[config.mk]
export PLATFORM = sky130hd
export DESIGN_NAME = pcdao_top
export DESIGN_NICKNAME = d
export VERILOG_FILES = /design/src/design/pcdao_pkg.sv /design/src/design/pcdao_spike_filter.sv /design/src/design/pcdao_top.sv
export VERILOG_INCLUDE_DIRS = /design/src /design/src/design
export SDC_FILE = /design/constraint.sdc
export NUM_CORES = 1
export LEC_CHECK = 0
export BUFFER_PORTS_ARGS = -buffer_cell sky130_fd_sc_hd__buf_4
export CAP_MARGIN = 10
export CORE_MARGIN = 4
export CORE_UTILIZATION = 43
export CTS_CLUSTER_DIAMETER = 120
export DETAILED_ROUTE_END_ITERATION = 8
export GPL_TIMING_DRIVEN = 1
export PLACE_DENSITY = 0.79
export SYNTH_ARGS = -nofsm -noshare
export SYNTH_HDL_FRONTEND = slang
export SYNTH_SLANG_ARGS = --single-unit
[constraint.sdc]
create_clock -name clk_sys_in -period 1.25 [get_ports clk_sys_in]
set_clock_uncertainty 0.05 [all_clocks]
set_input_delay 0.0625 -clock clk_sys_in [delete_from_list [all_inputs] [get_ports clk_sys_in]]
set_output_delay 0.0625 -clock clk_sys_in [all_outputs]
set_load 0.05 [all_outputs]
[src/design/pcdao_consts.svh]
// Constants for the port C/D alternate function override block.
// Assumes a 25 MHz system clock; included by the package and modules.
// Functional notes
// (RULE1) Async timer select frees C6, overrides off
// (RULE2) C7/C6 carry oscillator, no digital input
// (RULE3) Test port: C5 pull-up on, input, data in
// (RULE4) C4 drives test data only while shifting
// (RULE5) C3 pull-up on, input, mode select
// (RULE6) C2 is test clock, pull-up on
// (RULE7) Two-wire data line open drain, low
// (RULE8) Two-wire clock line open drain, low
// (RULE9) Two-wire pull-ups follow data bit, gated
// (RULE10) Two-wire inputs filter spikes under 50 ns
// (RULE11) Timer2 compare drives D7 when output
// (RULE12) Timer1 compares override D5, D4 values
// (RULE13) D6 input feeds timer1 capture
// (RULE14) External interrupt enable forces input enable
// (RULE15) Transmitter forces D1 output with data
// (RULE16) Receiver forces D0 input, feeds receiver
// (RULE17) Receiver pin pull-up follows data bit
// (RULE18) Global pull-up disable kills all pull-ups; test port pull-ups on C5, C3, C2 stay on
// (RULE19) Active override enable selects override value
`ifndef PCDAO_CONSTS_SVH
`define PCDAO_CONSTS_SVH
`define PCDAO_CLK_MHZ 25
`define PCDAO_SPIKE_NS 50
// Filter needs more than spike length of stable input: ceil(50*25/1000)
`define PCDAO_SPIKE_CYC ((`PCDAO_SPIKE_NS * `PCDAO_CLK_MHZ + 999) / 1000)
`define PCDAO_FILT_W 2
`define PCDAO_PIN_C7 3'd7
`define PCDAO_PIN_C6 3'd6
`define PCDAO_PIN_C5 3'd5
`define PCDAO_PIN_C4 3'd4
`define PCDAO_PIN_C3 3'd3
`define PCDAO_PIN_C2 3'd2
`define PCDAO_PIN_C1 3'd1
`define PCDAO_PIN_C0 3'd0
`endif

[src/design/pcdao_pkg.sv]
// Types for the port C/D alternate function override block.
// Assumes pcdao_consts.svh is on the include path.
`include "pcdao_consts.svh"
package pcdao_pkg;
  typedef logic [7:0] pcdao_byte_t;
  typedef logic [`PCDAO_FILT_W-1:0] pcdao_cnt_t;
  typedef enum logic [1:0] {
    PCDAO_FILT_STABLE,
    PCDAO_FILT_CHANGE
  } pcdao_filt_state_t;
endpackage

[src/design/pcdao_spike_filter.sv]
// Spike filter for one two-wire input line.
// Assumes input already synchronous to clk_sys_in.
`timescale 1ns/1ns
`include "pcdao_consts.svh"
module pcdao_spike_filter (
  input wire logic clk_sys_in, // System clock
  input wire logic rst_b_in, // Async reset, active low
  input wire logic raw_in, // Unfiltered line level
  output logic clean_out // Filtered line level
);
  import pcdao_pkg::*;

  pcdao_filt_state_t state;
  pcdao_cnt_t count;

  // (RULE10) accept only held levels
  always_ff @(posedge clk_sys_in or negedge rst_b_in) begin
    if (!rst_b_in) begin
      state <= PCDAO_FILT_STABLE;
      count <= '0;
      clean_out <= 1'b1;
    end else begin
      case (state)
        PCDAO_FILT_STABLE: begin
          count <= '0;
          if (raw_in != clean_out) begin
            state <= PCDAO_FILT_CHANGE;
          end
        end
        PCDAO_FILT_CHANGE: begin
          if (raw_in == clean_out) begin
            state <= PCDAO_FILT_STABLE;
            count <= '0;
          end else if (count == pcdao_cnt_t'(`PCDAO_SPIKE_CYC - 1)) begin
            clean_out <= raw_in;
            state <= PCDAO_FILT_STABLE;
            count <= '0;
          end else begin
            count <= count + pcdao_cnt_t'(1);
          end
        end
        default: begin
          state <= PCDAO_FILT_STABLE;
          count <= '0;
        end
      endcase
    end
  end

  property p_filt_hold;
    @(posedge clk_sys_in) disable iff (!rst_b_in)
    $changed(clean_out) |-> $past(raw_in) == clean_out && $past(raw_in, 2) == clean_out;
  endproperty
  a_filt_hold: assert property (p_filt_hold) else $error("filter passed a short pulse"); // RULE10
endmodule

[src/design/pcdao_top.sv]
// Port C/D alternate function override: per-pin pull-up, direction,
// output value and input enable, plus inputs routed to peripherals.
// Assumes port registers and peripherals are synchronous to clk_sys_in.
`timescale 1ns/1ns
`include "pcdao_consts.svh"
module pcdao_top (
  input wire logic clk_sys_in, // System clock
  input wire logic rst_b_in, // Async reset, active low
  input wire pcdao_pkg::pcdao_byte_t portc_data_in, // Port C data register
  input wire pcdao_pkg::pcdao_byte_t portc_dir_in, // Port C direction register
  input wire pcdao_pkg::pcdao_byte_t portd_data_in, // Port D data register
  input wire pcdao_pkg::pcdao_byte_t portd_dir_in, // Port D direction register
  input wire pcdao_pkg::pcdao_byte_t portc_pin_in, // Port C pad levels
  input wire pcdao_pkg::pcdao_byte_t portd_pin_in, // Port D pad levels
  input wire logic global_pullup_disable_in, // Global pull-up disable
  input wire logic timer2_async_select_in, // Timer2 async clock select
  input wire logic test_port_enable_in, // Test port enable
  input wire logic tap_shift_in, // TAP in Shift-IR or Shift-DR
  input wire logic tap_data_out_in, // Test data from TAP
  input wire logic two_wire_enable_in, // Two-wire enable
  input wire logic two_wire_data_drive_in, // Two-wire unit pulls data low
  input wire logic two_wire_clock_drive_in, // Two-wire unit pulls clock low
  input wire logic timer2_compare_enable_in, // Timer2 compare output enable
  input wire logic timer2_compare_out_in, // Timer2 compare value
  input wire logic timer1_compare_a_enable_in, // Timer1 compare A enable
  input wire logic timer1_compare_out_a_in, // Timer1 compare A value
  input wire logic timer1_compare_b_enable_in, // Timer1 compare B enable
  input wire logic timer1_compare_out_b_in, // Timer1 compare B value
  input wire logic ext_irq_one_enable_in, // External interrupt 1 enable
  input wire logic ext_irq_zero_enable_in, // External interrupt 0 enable
  input wire logic serial_transmitter_enable_in, // Serial transmitter enable
  input wire logic serial_tx_data_in, // Serial transmit data
  input wire logic serial_receiver_enable_in, // Serial receiver enable
  output pcdao_pkg::pcdao_byte_t portc_pullup_out, // Port C pull-up on
  output pcdao_pkg::pcdao_byte_t portc_oe_out, // Port C driver enable
  output pcdao_pkg::pcdao_byte_t portc_value_out, // Port C driven value
  output pcdao_pkg::pcdao_byte_t portc_input_en_out, // Port C digital input enable
  output pcdao_pkg::pcdao_byte_t portc_digital_out, // Port C digital input values
  output pcdao_pkg::pcdao_byte_t portd_pullup_out, // Port D pull-up on
  output pcdao_pkg::pcdao_byte_t portd_oe_out, // Port D driver enable
  output pcdao_pkg::pcdao_byte_t portd_value_out, // Port D driven value
  output pcdao_pkg::pcdao_byte_t portd_input_en_out, // Port D digital input enable
  output pcdao_pkg::pcdao_byte_t portd_digital_out, // Port D digital input values
  output logic timer_osc_input_pin_out, // Oscillator input analog path select
  output logic timer_osc_output_pin_out, // Oscillator output analog path select
  output logic tap_data_in_out, // Serial test data into TAP
  output logic tap_mode_select_out, // Mode select into TAP
  output logic tap_clock_out, // Test clock, clocks all TAP logic
  output logic two_wire_data_in_out, // Filtered two-wire data
  output logic two_wire_clock_in_out, // Filtered two-wire clock
  output logic timer1_capture_in_out, // Timer1 capture trigger
  output logic ext_irq_one_in_out, // External interrupt 1 level
  output logic ext_irq_zero_in_out, // External interrupt 0 level
  output logic serial_rx_data_out // Serial receive data
);
  import pcdao_pkg::*;

  typedef struct packed {
    logic pu_oe;
    logic pu_ov;
    logic dd_oe;
    logic dd_ov;
    logic pv_oe;
    logic pv_ov;
    logic die_oe;
    logic die_ov;
  } pcdao_ovr_t;

  pcdao_ovr_t ovr_c [8];
  pcdao_ovr_t ovr_d [8];
  pcdao_byte_t next_c_pu, next_c_oe, next_c_val, next_c_die;
  pcdao_byte_t next_d_pu, next_d_oe, next_d_val, next_d_die;
  logic global_pullup_disable;

  // Pull-up from port registers: data set, direction input, not disabled
  function automatic logic base_pullup(input logic data, input logic dir, input logic dis);
    base_pullup = data & ~dir & ~dis;
  endfunction

  // (RULE19) Selects override over register value
  function automatic logic pick(input logic en, input logic ov, input logic reg_v);
    pick = en ? ov : reg_v;
  endfunction

  assign global_pullup_disable = global_pullup_disable_in;

  // Port C override table
  always_comb begin
    for (int i = 0; i < 8; i++) begin
      ovr_c[i] = '0;
    end
    // (RULE1) (RULE2) Oscillator pins
    ovr_c[7].pu_oe = timer2_async_select_in;
    ovr_c[7].dd_oe = timer2_async_select_in;
    ovr_c[7].die_oe = timer2_async_select_in;
    ovr_c[6].pu_oe = timer2_async_select_in;
    ovr_c[6].dd_oe = timer2_async_select_in;
    ovr_c[6].die_oe = timer2_async_select_in;
    // (RULE3) Test data in pin
    ovr_c[5].pu_oe = test_port_enable_in;
    ovr_c[5].pu_ov = 1'b1;
    ovr_c[5].dd_oe = test_port_enable_in;
    ovr_c[5].die_oe = test_port_enable_in;
    // (RULE4) Test data out pin
    ovr_c[4].pu_oe = test_port_enable_in;
    ovr_c[4].dd_oe = test_port_enable_in;
    ovr_c[4].dd_ov = tap_shift_in;
    ovr_c[4].pv_oe = test_port_enable_in;
    ovr_c[4].pv_ov = tap_data_out_in;
    ovr_c[4].die_oe = test_port_enable_in;
    // (RULE5) Mode select pin
    ovr_c[3].pu_oe = test_port_enable_in;
    ovr_c[3].pu_ov = 1'b1;
    ovr_c[3].dd_oe = test_port_enable_in;
    ovr_c[3].die_oe = test_port_enable_in;
    // (RULE6) Test clock pin
    ovr_c[2].pu_oe = test_port_enable_in;
    ovr_c[2].pu_ov = 1'b1;
    ovr_c[2].dd_oe = test_port_enable_in;
    ovr_c[2].die_oe = test_port_enable_in;
    // (RULE7) (RULE9) Two-wire data line
    ovr_c[1].pu_oe = two_wire_enable_in;
    ovr_c[1].pu_ov = portc_data_in[1] & ~global_pullup_disable;
    ovr_c[1].dd_oe = two_wire_enable_in;
    ovr_c[1].dd_ov = two_wire_data_drive_in;
    ovr_c[1].pv_oe = two_wire_enable_in;
    // (RULE8) (RULE9) Two-wire clock line
    ovr_c[0].pu_oe = two_wire_enable_in;
    ovr_c[0].pu_ov = portc_data_in[0] & ~global_pullup_disable;
    ovr_c[0].dd_oe = two_wire_enable_in;
    ovr_c[0].dd_ov = two_wire_clock_drive_in;
    ovr_c[0].pv_oe = two_wire_enable_in;
  end

  // Port D override table
  always_comb begin
    for (int i = 0; i < 8; i++) begin
      ovr_d[i] = '0;
    end
    // (RULE11) Timer2 compare value; direction stays with software
    ovr_d[7].pv_oe = timer2_compare_enable_in;
    ovr_d[7].pv_ov = timer2_compare_out_in;
    // (RULE12) Timer1 compare values
    ovr_d[5].pv_oe = timer1_compare_a_enable_in;
    ovr_d[5].pv_ov = timer1_compare_out_a_in;
    ovr_d[4].pv_oe = timer1_compare_b_enable_in;
    ovr_d[4].pv_ov = timer1_compare_out_b_in;
    // (RULE14) Keep interrupt pins visible
    ovr_d[3].die_oe = ext_irq_one_enable_in;
    ovr_d[3].die_ov = 1'b1;
    ovr_d[2].die_oe = ext_irq_zero_enable_in;
    ovr_d[2].die_ov = 1'b1;
    // (RULE15) Transmit pin
    ovr_d[1].pu_oe = serial_transmitter_enable_in;
    ovr_d[1].dd_oe = serial_transmitter_enable_in;
    ovr_d[1].dd_ov = 1'b1;
    ovr_d[1].pv_oe = serial_transmitter_enable_in;
    ovr_d[1].pv_ov = serial_tx_data_in;
    // (RULE16) (RULE17) Receive pin
    ovr_d[0].pu_oe = serial_receiver_enable_in;
    ovr_d[0].pu_ov = portd_data_in[0] & ~global_pullup_disable;
    ovr_d[0].dd_oe = serial_receiver_enable_in;
  end

  // Merge overrides with register-derived values
  always_comb begin
    for (int i = 0; i < 8; i++) begin
      // (RULE18) Register pull-ups gated by global disable; test port overrides are not
      next_c_pu[i] = pick(ovr_c[i].pu_oe, ovr_c[i].pu_ov,
                          base_pullup(portc_data_in[i], portc_dir_in[i], global_pullup_disable));
      next_c_oe[i] = pick(ovr_c[i].dd_oe, ovr_c[i].dd_ov, portc_dir_in[i]);
      next_c_val[i] = pick(ovr_c[i].pv_oe, ovr_c[i].pv_ov, portc_data_in[i]);
      next_c_die[i] = pick(ovr_c[i].die_oe, ovr_c[i].die_ov, 1'b1);
      next_d_pu[i] = pick(ovr_d[i].pu_oe, ovr_d[i].pu_ov,
                          base_pullup(portd_data_in[i], portd_dir_in[i], global_pullup_disable));
      next_d_oe[i] = pick(ovr_d[i].dd_oe, ovr_d[i].dd_ov, portd_dir_in[i]);
      next_d_val[i] = pick(ovr_d[i].pv_oe, ovr_d[i].pv_ov, portd_data_in[i]);
      next_d_die[i] = pick(ovr_d[i].die_oe, ovr_d[i].die_ov, 1'b1);
    end
  end

  // Pad controls, registered
  always_ff @(posedge clk_sys_in or negedge rst_b_in) begin
    if (!rst_b_in) begin
      portc_pullup_out <= 8'h00;
      portc_oe_out <= 8'h00;
      portc_value_out <= 8'h00;
      portc_input_en_out <= 8'hFF;
      portd_pullup_out <= 8'h00;
      portd_oe_out <= 8'h00;
      portd_value_out <= 8'h00;
      portd_input_en_out <= 8'hFF;
    end else begin
      portc_pullup_out <= next_c_pu;
      portc_oe_out <= next_c_oe;
      portc_value_out <= next_c_val;
      portc_input_en_out <= next_c_die;
      portd_pullup_out <= next_d_pu;
      portd_oe_out <= next_d_oe;
      portd_value_out <= next_d_val;
      portd_input_en_out <= next_d_die;
    end
  end

  // Digital input values, gated by input enable
  always_ff @(posedge clk_sys_in or negedge rst_b_in) begin
    if (!rst_b_in) begin
      portc_digital_out <= 8'h00;
      portd_digital_out <= 8'h00;
    end else begin
      // (RULE2) Disabled inputs read zero
      portc_digital_out <= portc_pin_in & next_c_die;
      portd_digital_out <= portd_pin_in & next_d_die;
    end
  end

  // Peripheral inputs
  always_ff @(posedge clk_sys_in or negedge rst_b_in) begin
    if (!rst_b_in) begin
      timer_osc_input_pin_out <= 1'b0;
      timer_osc_output_pin_out <= 1'b0;
      tap_data_in_out <= 1'b1;
      tap_mode_select_out <= 1'b1;
      tap_clock_out <= 1'b0;
      timer1_capture_in_out <= 1'b0;
      ext_irq_one_in_out <= 1'b1;
      ext_irq_zero_in_out <= 1'b1;
      serial_rx_data_out <= 1'b1;
    end else begin
      // (RULE2) Oscillator analog paths
      timer_osc_input_pin_out <= timer2_async_select_in;
      timer_osc_output_pin_out <= timer2_async_select_in;
      // (RULE3) (RULE5) Test inputs, idle high when disabled
      tap_data_in_out <= test_port_enable_in ? portc_pin_in[5] : 1'b1;
      tap_mode_select_out <= test_port_enable_in ? portc_pin_in[3] : 1'b1;
      // (RULE6) Test clock for TAP logic
      tap_clock_out <= test_port_enable_in & portc_pin_in[2];
      // (RULE13) Capture trigger from D6
      timer1_capture_in_out <= portd_pin_in[6];
      // (RULE14) Interrupt pins always sampled
      ext_irq_one_in_out <= portd_pin_in[3];
      ext_irq_zero_in_out <= portd_pin_in[2];
      // (RULE16) Receive data
      serial_rx_data_out <= serial_receiver_enable_in ? portd_pin_in[0] : 1'b1;
    end
  end

  // (RULE10) Two-wire input filters
  pcdao_spike_filter u_sda_filt (
    .clk_sys_in(clk_sys_in),
    .rst_b_in(rst_b_in),
    .raw_in(portc_pin_in[1]),
    .clean_out(two_wire_data_in_out)
  );

  pcdao_spike_filter u_scl_filt (
    .clk_sys_in(clk_sys_in),
    .rst_b_in(rst_b_in),
    .raw_in(portc_pin_in[0]),
    .clean_out(two_wire_clock_in_out)
  );

  property p_osc_pins;
    @(posedge clk_sys_in) disable iff (!rst_b_in)
    timer2_async_select_in |=> !portc_pullup_out[6] && !portc_oe_out[6]
      && !portc_input_en_out[6] && !portc_input_en_out[7];
  endproperty
  a_osc_pins: assert property (p_osc_pins) else $error("oscillator pin not detached"); // RULE1

  property p_osc_no_digital;
    @(posedge clk_sys_in) disable iff (!rst_b_in)
    timer2_async_select_in |=> portc_digital_out[7:6] == 2'b00;
  endproperty
  a_osc_no_digital: assert property (p_osc_no_digital) else $error("oscillator digital leak"); // RULE2

  property p_tdi;
    @(posedge clk_sys_in) disable iff (!rst_b_in)
    test_port_enable_in |=> portc_pullup_out[5] && !portc_oe_out[5] && !portc_input_en_out[5];
  endproperty
  a_tdi: assert property (p_tdi) else $error("test data in pin wrong"); // RULE3

  property p_tdo;
    @(posedge clk_sys_in) disable iff (!rst_b_in)
    test_port_enable_in |=> portc_oe_out[4] == $past(tap_shift_in) && !portc_pullup_out[4]
      && portc_value_out[4] == $past(tap_data_out_in);
  endproperty
  a_tdo: assert property (p_tdo) else $error("test data out pin wrong"); // RULE4

  property p_tms;
    @(posedge clk_sys_in) disable iff (!rst_b_in)
    test_port_enable_in |=> portc_pullup_out[3] && !portc_oe_out[3]
      && tap_mode_select_out == $past(portc_pin_in[3]);
  endproperty
  a_tms: assert property (p_tms) else $error("mode select pin wrong"); // RULE5

  property p_tck;
    @(posedge clk_sys_in) disable iff (!rst_b_in)
    test_port_enable_in |=> portc_pullup_out[2] && tap_clock_out == $past(portc_pin_in[2]);
  endproperty
  a_tck: assert property (p_tck) else $error("test clock pin wrong"); // RULE6

  property p_twi;
    @(posedge clk_sys_in) disable iff (!rst_b_in)
    two_wire_enable_in |=> portc_value_out[1:0] == 2'b00
      && portc_oe_out[1] == $past(two_wire_data_drive_in)
      && portc_oe_out[0] == $past(two_wire_clock_drive_in)
      && portc_pullup_out[1] == $past(portc_data_in[1] & ~global_pullup_disable_in);
  endproperty
  a_twi: assert property (p_twi) else $error("two-wire pins wrong"); // RULE7

  property p_pud;
    @(posedge clk_sys_in) disable iff (!rst_b_in)
    (global_pullup_disable_in && !test_port_enable_in) |=> portd_pullup_out == 8'h00
      && portc_pullup_out[7:6] == 2'b00;
  endproperty
  a_pud: assert property (p_pud) else $error("pull-up on while disabled"); // RULE18

  property p_usart;
    @(posedge clk_sys_in) disable iff (!rst_b_in)
    (serial_transmitter_enable_in && serial_receiver_enable_in) |=> portd_oe_out[1:0] == 2'b10
      && portd_value_out[1] == $past(serial_tx_data_in) && !portd_pullup_out[1];
  endproperty
  a_usart: assert property (p_usart) else $error("serial pins wrong"); // RULE15

  property p_irq_die;
    @(posedge clk_sys_in) disable iff (!rst_b_in)
    ext_irq_one_enable_in |=> portd_input_en_out[3];
  endproperty
  a_irq_die: assert property (p_irq_die) else $error("interrupt input disabled"); // RULE14

  property p_twi_clk;
    @(posedge clk_sys_in) disable iff (!rst_b_in)
    two_wire_enable_in |=> portc_oe_out[0] == $past(two_wire_clock_drive_in)
      && !portc_value_out[0];
  endproperty
  a_twi_clk: assert property (p_twi_clk) else $error("two-wire clock pin wrong"); // RULE8

  property p_twi_pullup;
    @(posedge clk_sys_in) disable iff (!rst_b_in)
    two_wire_enable_in |=> portc_pullup_out[1:0]
      == $past(portc_data_in[1:0] & {2{~global_pullup_disable_in}});
  endproperty
  a_twi_pullup: assert property (p_twi_pullup) else $error("two-wire pull-up wrong"); // RULE9

  property p_t2_cmp;
    @(posedge clk_sys_in) disable iff (!rst_b_in)
    timer2_compare_enable_in |=> portd_value_out[7] == $past(timer2_compare_out_in)
      && portd_oe_out[7] == $past(portd_dir_in[7]);
  endproperty
  a_t2_cmp: assert property (p_t2_cmp) else $error("timer2 compare pin wrong"); // RULE11

  property p_rx;
    @(posedge clk_sys_in) disable iff (!rst_b_in)
    serial_receiver_enable_in |=> !portd_oe_out[0]
      && serial_rx_data_out == $past(portd_pin_in[0])
      && portd_pullup_out[0] == $past(portd_data_in[0] & ~global_pullup_disable_in);
  endproperty
  a_rx: assert property (p_rx) else $error("receive pin wrong"); // RULE16
endmodule

==> impl_metrics.toml <==
[grt]
antenna_found_initial = 1
track_usage = 0.204
grt_max_degree = 82
grt_overflow_total = 0
grt_pass1_wl_um = 11400
grt_pass1_vias = 2263

[cts]
cts.reportedPaths.clkPinSlew_ps = 80
clockBufferDepth = 2
clk_latency_ps = 330
h-tree-depth = 3
clock-root-buffer = "clkbuf_8"
numCtsBuffers = 9
numClockSinks = 81
tritoncts = "built"

[timing]
hold-worst-slack_ps = 44.6
fmax_mhz = 810
finalCriticalPeriod_ps = 1230
final.setup.tns_ps = 0
setup_violations = 0
hold_viol = 0
period_share = 0.987
rsz0062_at_grt = "yes"
drv_slew = 0

[logic_synthesis]
yosysSeqAreaShare = 0.758
yosys.area_share.adder = 0
synth_compound_area_frac = 0.0140
synth-seq-cells = 81
yosys-mux-area-fraction = 0.0293
synth_xor_area_frac = 0.00651
ys_warn_count = 0
synthesis.area_um2 = 2690
synth_top_family_by_area = "simple AND/OR/NAND/NOR gates"
syn_inst = 165
synth-simple-area-share = 0.127
ys_types = 23
syn_area_per_cell_um2 = 16.3

[finish]
layout.cells.most_common_list = "buf_4 (145), dfrtp_1 (72), dlygate4sd3_1 (69)"
final-seq-area_um2 = 2040
multiInputGateArea_um2 = 541
final_common_cell = "buf_4"
final_layout_size_suffix_gt1_frac = 0.490
fill_cells = 354
final_core_util = 0.787
nets = 452
syn2layout_area_growth_pct = 75.3
instances_no_fill = 464

[place]
gp_congestion = 0.702
placedCellCount = 378
hpwl_um = 4390
numPortBuffers = 147

[status]
status = "finished, final reports clean"

[pwr]
p_per_area_nw_per_um2 = 1400
p_leak_uw = 0.00234
max-vdd-ir-drop_uv = 939
power_uw = 6590

[setup_path]
cpMostUsedCell = "dlygate4sd3_1"
timing_worst_setup_path_type = "in2reg"
cp_max_fo = 2
cp_data_required_time_ps = 1420
slowest_delay_ps = 560
worstSetupStartpointType = "input pin"
end_kind = "flop"
cp_cell_sequence = "dlygate4sd3_1, buf_4, nand2b_4, nor3_2, dlygate4sd3_1"
arrival_ps = 1400
crit_slowest_cell = "dlygate4sd3_1"

[route]
drc_errors = 0
routed_via_density = 4.39
vias = 2038
wl_per_cell_um = 16.1
first_pass_iters = 4
ant_nets = 0
drt_iter0_markers = 64
drt-total-wl_um = 7470

[floorplan]
pin_count = 160
rows = 28
core_area_um2 = 5990
die_y_um = 87.1
die_area_um2 = 7590
initial_core_util = 0.449
die_w_um = 87.1

[job]
cap_violations = 0

[hold_path]
holdCritPathClass = "in2reg"
kinds of logic after synthesis:
group,after synthesis
multiplexers,7
other,1
buffers and inverters,24
AO/OA/AOI/OAI,5
XOR/XNOR,2
flip-flops,81
AND/OR/NAND/NOR,45
report_power, final:
part / internal, µW / leakage [µW] / total (µW) / switching, µW
logic: 708 / 0.00125 / 1720 / 1010
clock network: 1030 / 0.000103 / 1870 / 843
registers: 2880 / 0.000983 / 3000 / 123
total: 4610 / 0.00234 / 6590 / 1970
layer usage:
layer | vias up | GRT usage | part of all wire
met5 | - | 0 | 0
met1 | 972 | 0.207 | 0.34
met3 | 18 | 0.0662 | 0.095
met4 | 0 | 0.102 | 0.028
li1 | 944 | - | -
met2 | 104 | 0.372 | 0.54
flip-flops by register name, summed over array words and instances (netlist names), 2 cells and up:
register and cells:
portd_oe_out 8, portc_input_en_out 2, portd_pullup_out 8, u_scl_filt.count 2, portc_digital_out 8, u_sda_filt.count 2, portc_oe_out 8, portd_digital_out 8
portc_value_out 8, portd_value_out 8, portc_pullup_out 8
what timing repair did:
action,4_1_cts,5_1_grt
buffers inserted,0,0
endpoints found under the setup margin,0,8
hold endpoints to repair,149,1
hold buffers,69,1
resized for setup,0,4
critical path, delay by kind of cell:
| kind | cells | cell delay [ps] |
|---|---|---|
| buffers and inverters | 3 | 1240 |
| AND/OR/NAND/NOR | 2 | 100 |
final timing paths:
path / from / endpoint / slack [ps] / cells past startpoint
max: portd_data_in[1] / portd_pullup_out[1]$_DFF_PN0_ / 20 / 5
max in group asynchronous: rst_b_in / u_sda_filt.clean_out$_DFFE_PN1P_ / 520 / 3
min reg2reg: u_sda_filt.count[0]$_DFF_PN0_ / u_sda_filt.count[0]$_DFF_PN0_ / 410 / 1
min: global_pullup_disable_in / portc_pullup_out[4]$_DFF_PN0_ / 40 / 2
min in group asynchronous: rst_b_in / u_scl_filt.state[0]$_DFFE_PN0P_ / 240 / 3
max reg2reg: u_scl_filt.clean_out$_DFFE_PN1P_ / u_scl_filt.count[1]$_DFF_PN0_ / 150 / 2
Yosys cell counts:
cell type   n  area [µm²]
inv_1       5        18.8
nor3b_2     2        25.0
nand3b_1    2        15.0
mux2_2      7        78.8
and4bb_2    2        25.0
a21o_1      2        15.0
nor4b_1     2        17.5
xnor2_1     2        17.5
nand2_1     2        7.51
nor3b_1     9        67.6
nor4b_4     1        23.8
and2_1      1        6.26
o31ai_1     3        22.5
nor3_1      1        5.00
dfrtp_1    72        1800
nor2b_1    16         100
buf_4      16         120
conb_1      1        3.75
or2_2       1        6.26
dfstp_2     9         236
nand2b_1    4        25.0
buf_6       3        33.8
and2b_2     2        17.5
cell type report:
class	count	share of cell area
antenna	1	0.000531
clock buffer	13	0.0337
clock inverter	3	0.00849
inverter	5	0.00398
multi-input combinational	69	0.115
sequential	81	0.432
tap	75	0.0199
timing repair buffer	217	0.386
per-stage QoR:
| stage | setup slack [ps] | area, µm² |
|---|---|---|
| 6_report | 15.8 | 4710 |
| 5_1_grt | -16.6 | 4710 |
| 4_1_cts | 15.8 | 4690 |
| 3_5_place_dp | 167 | 3800 |
| 3_3_place_gp | 186 | 3800 |
| 2_1_floorplan | 1.64 | 2740 |
No activity file was read; power rests on OpenSTA's default activity.
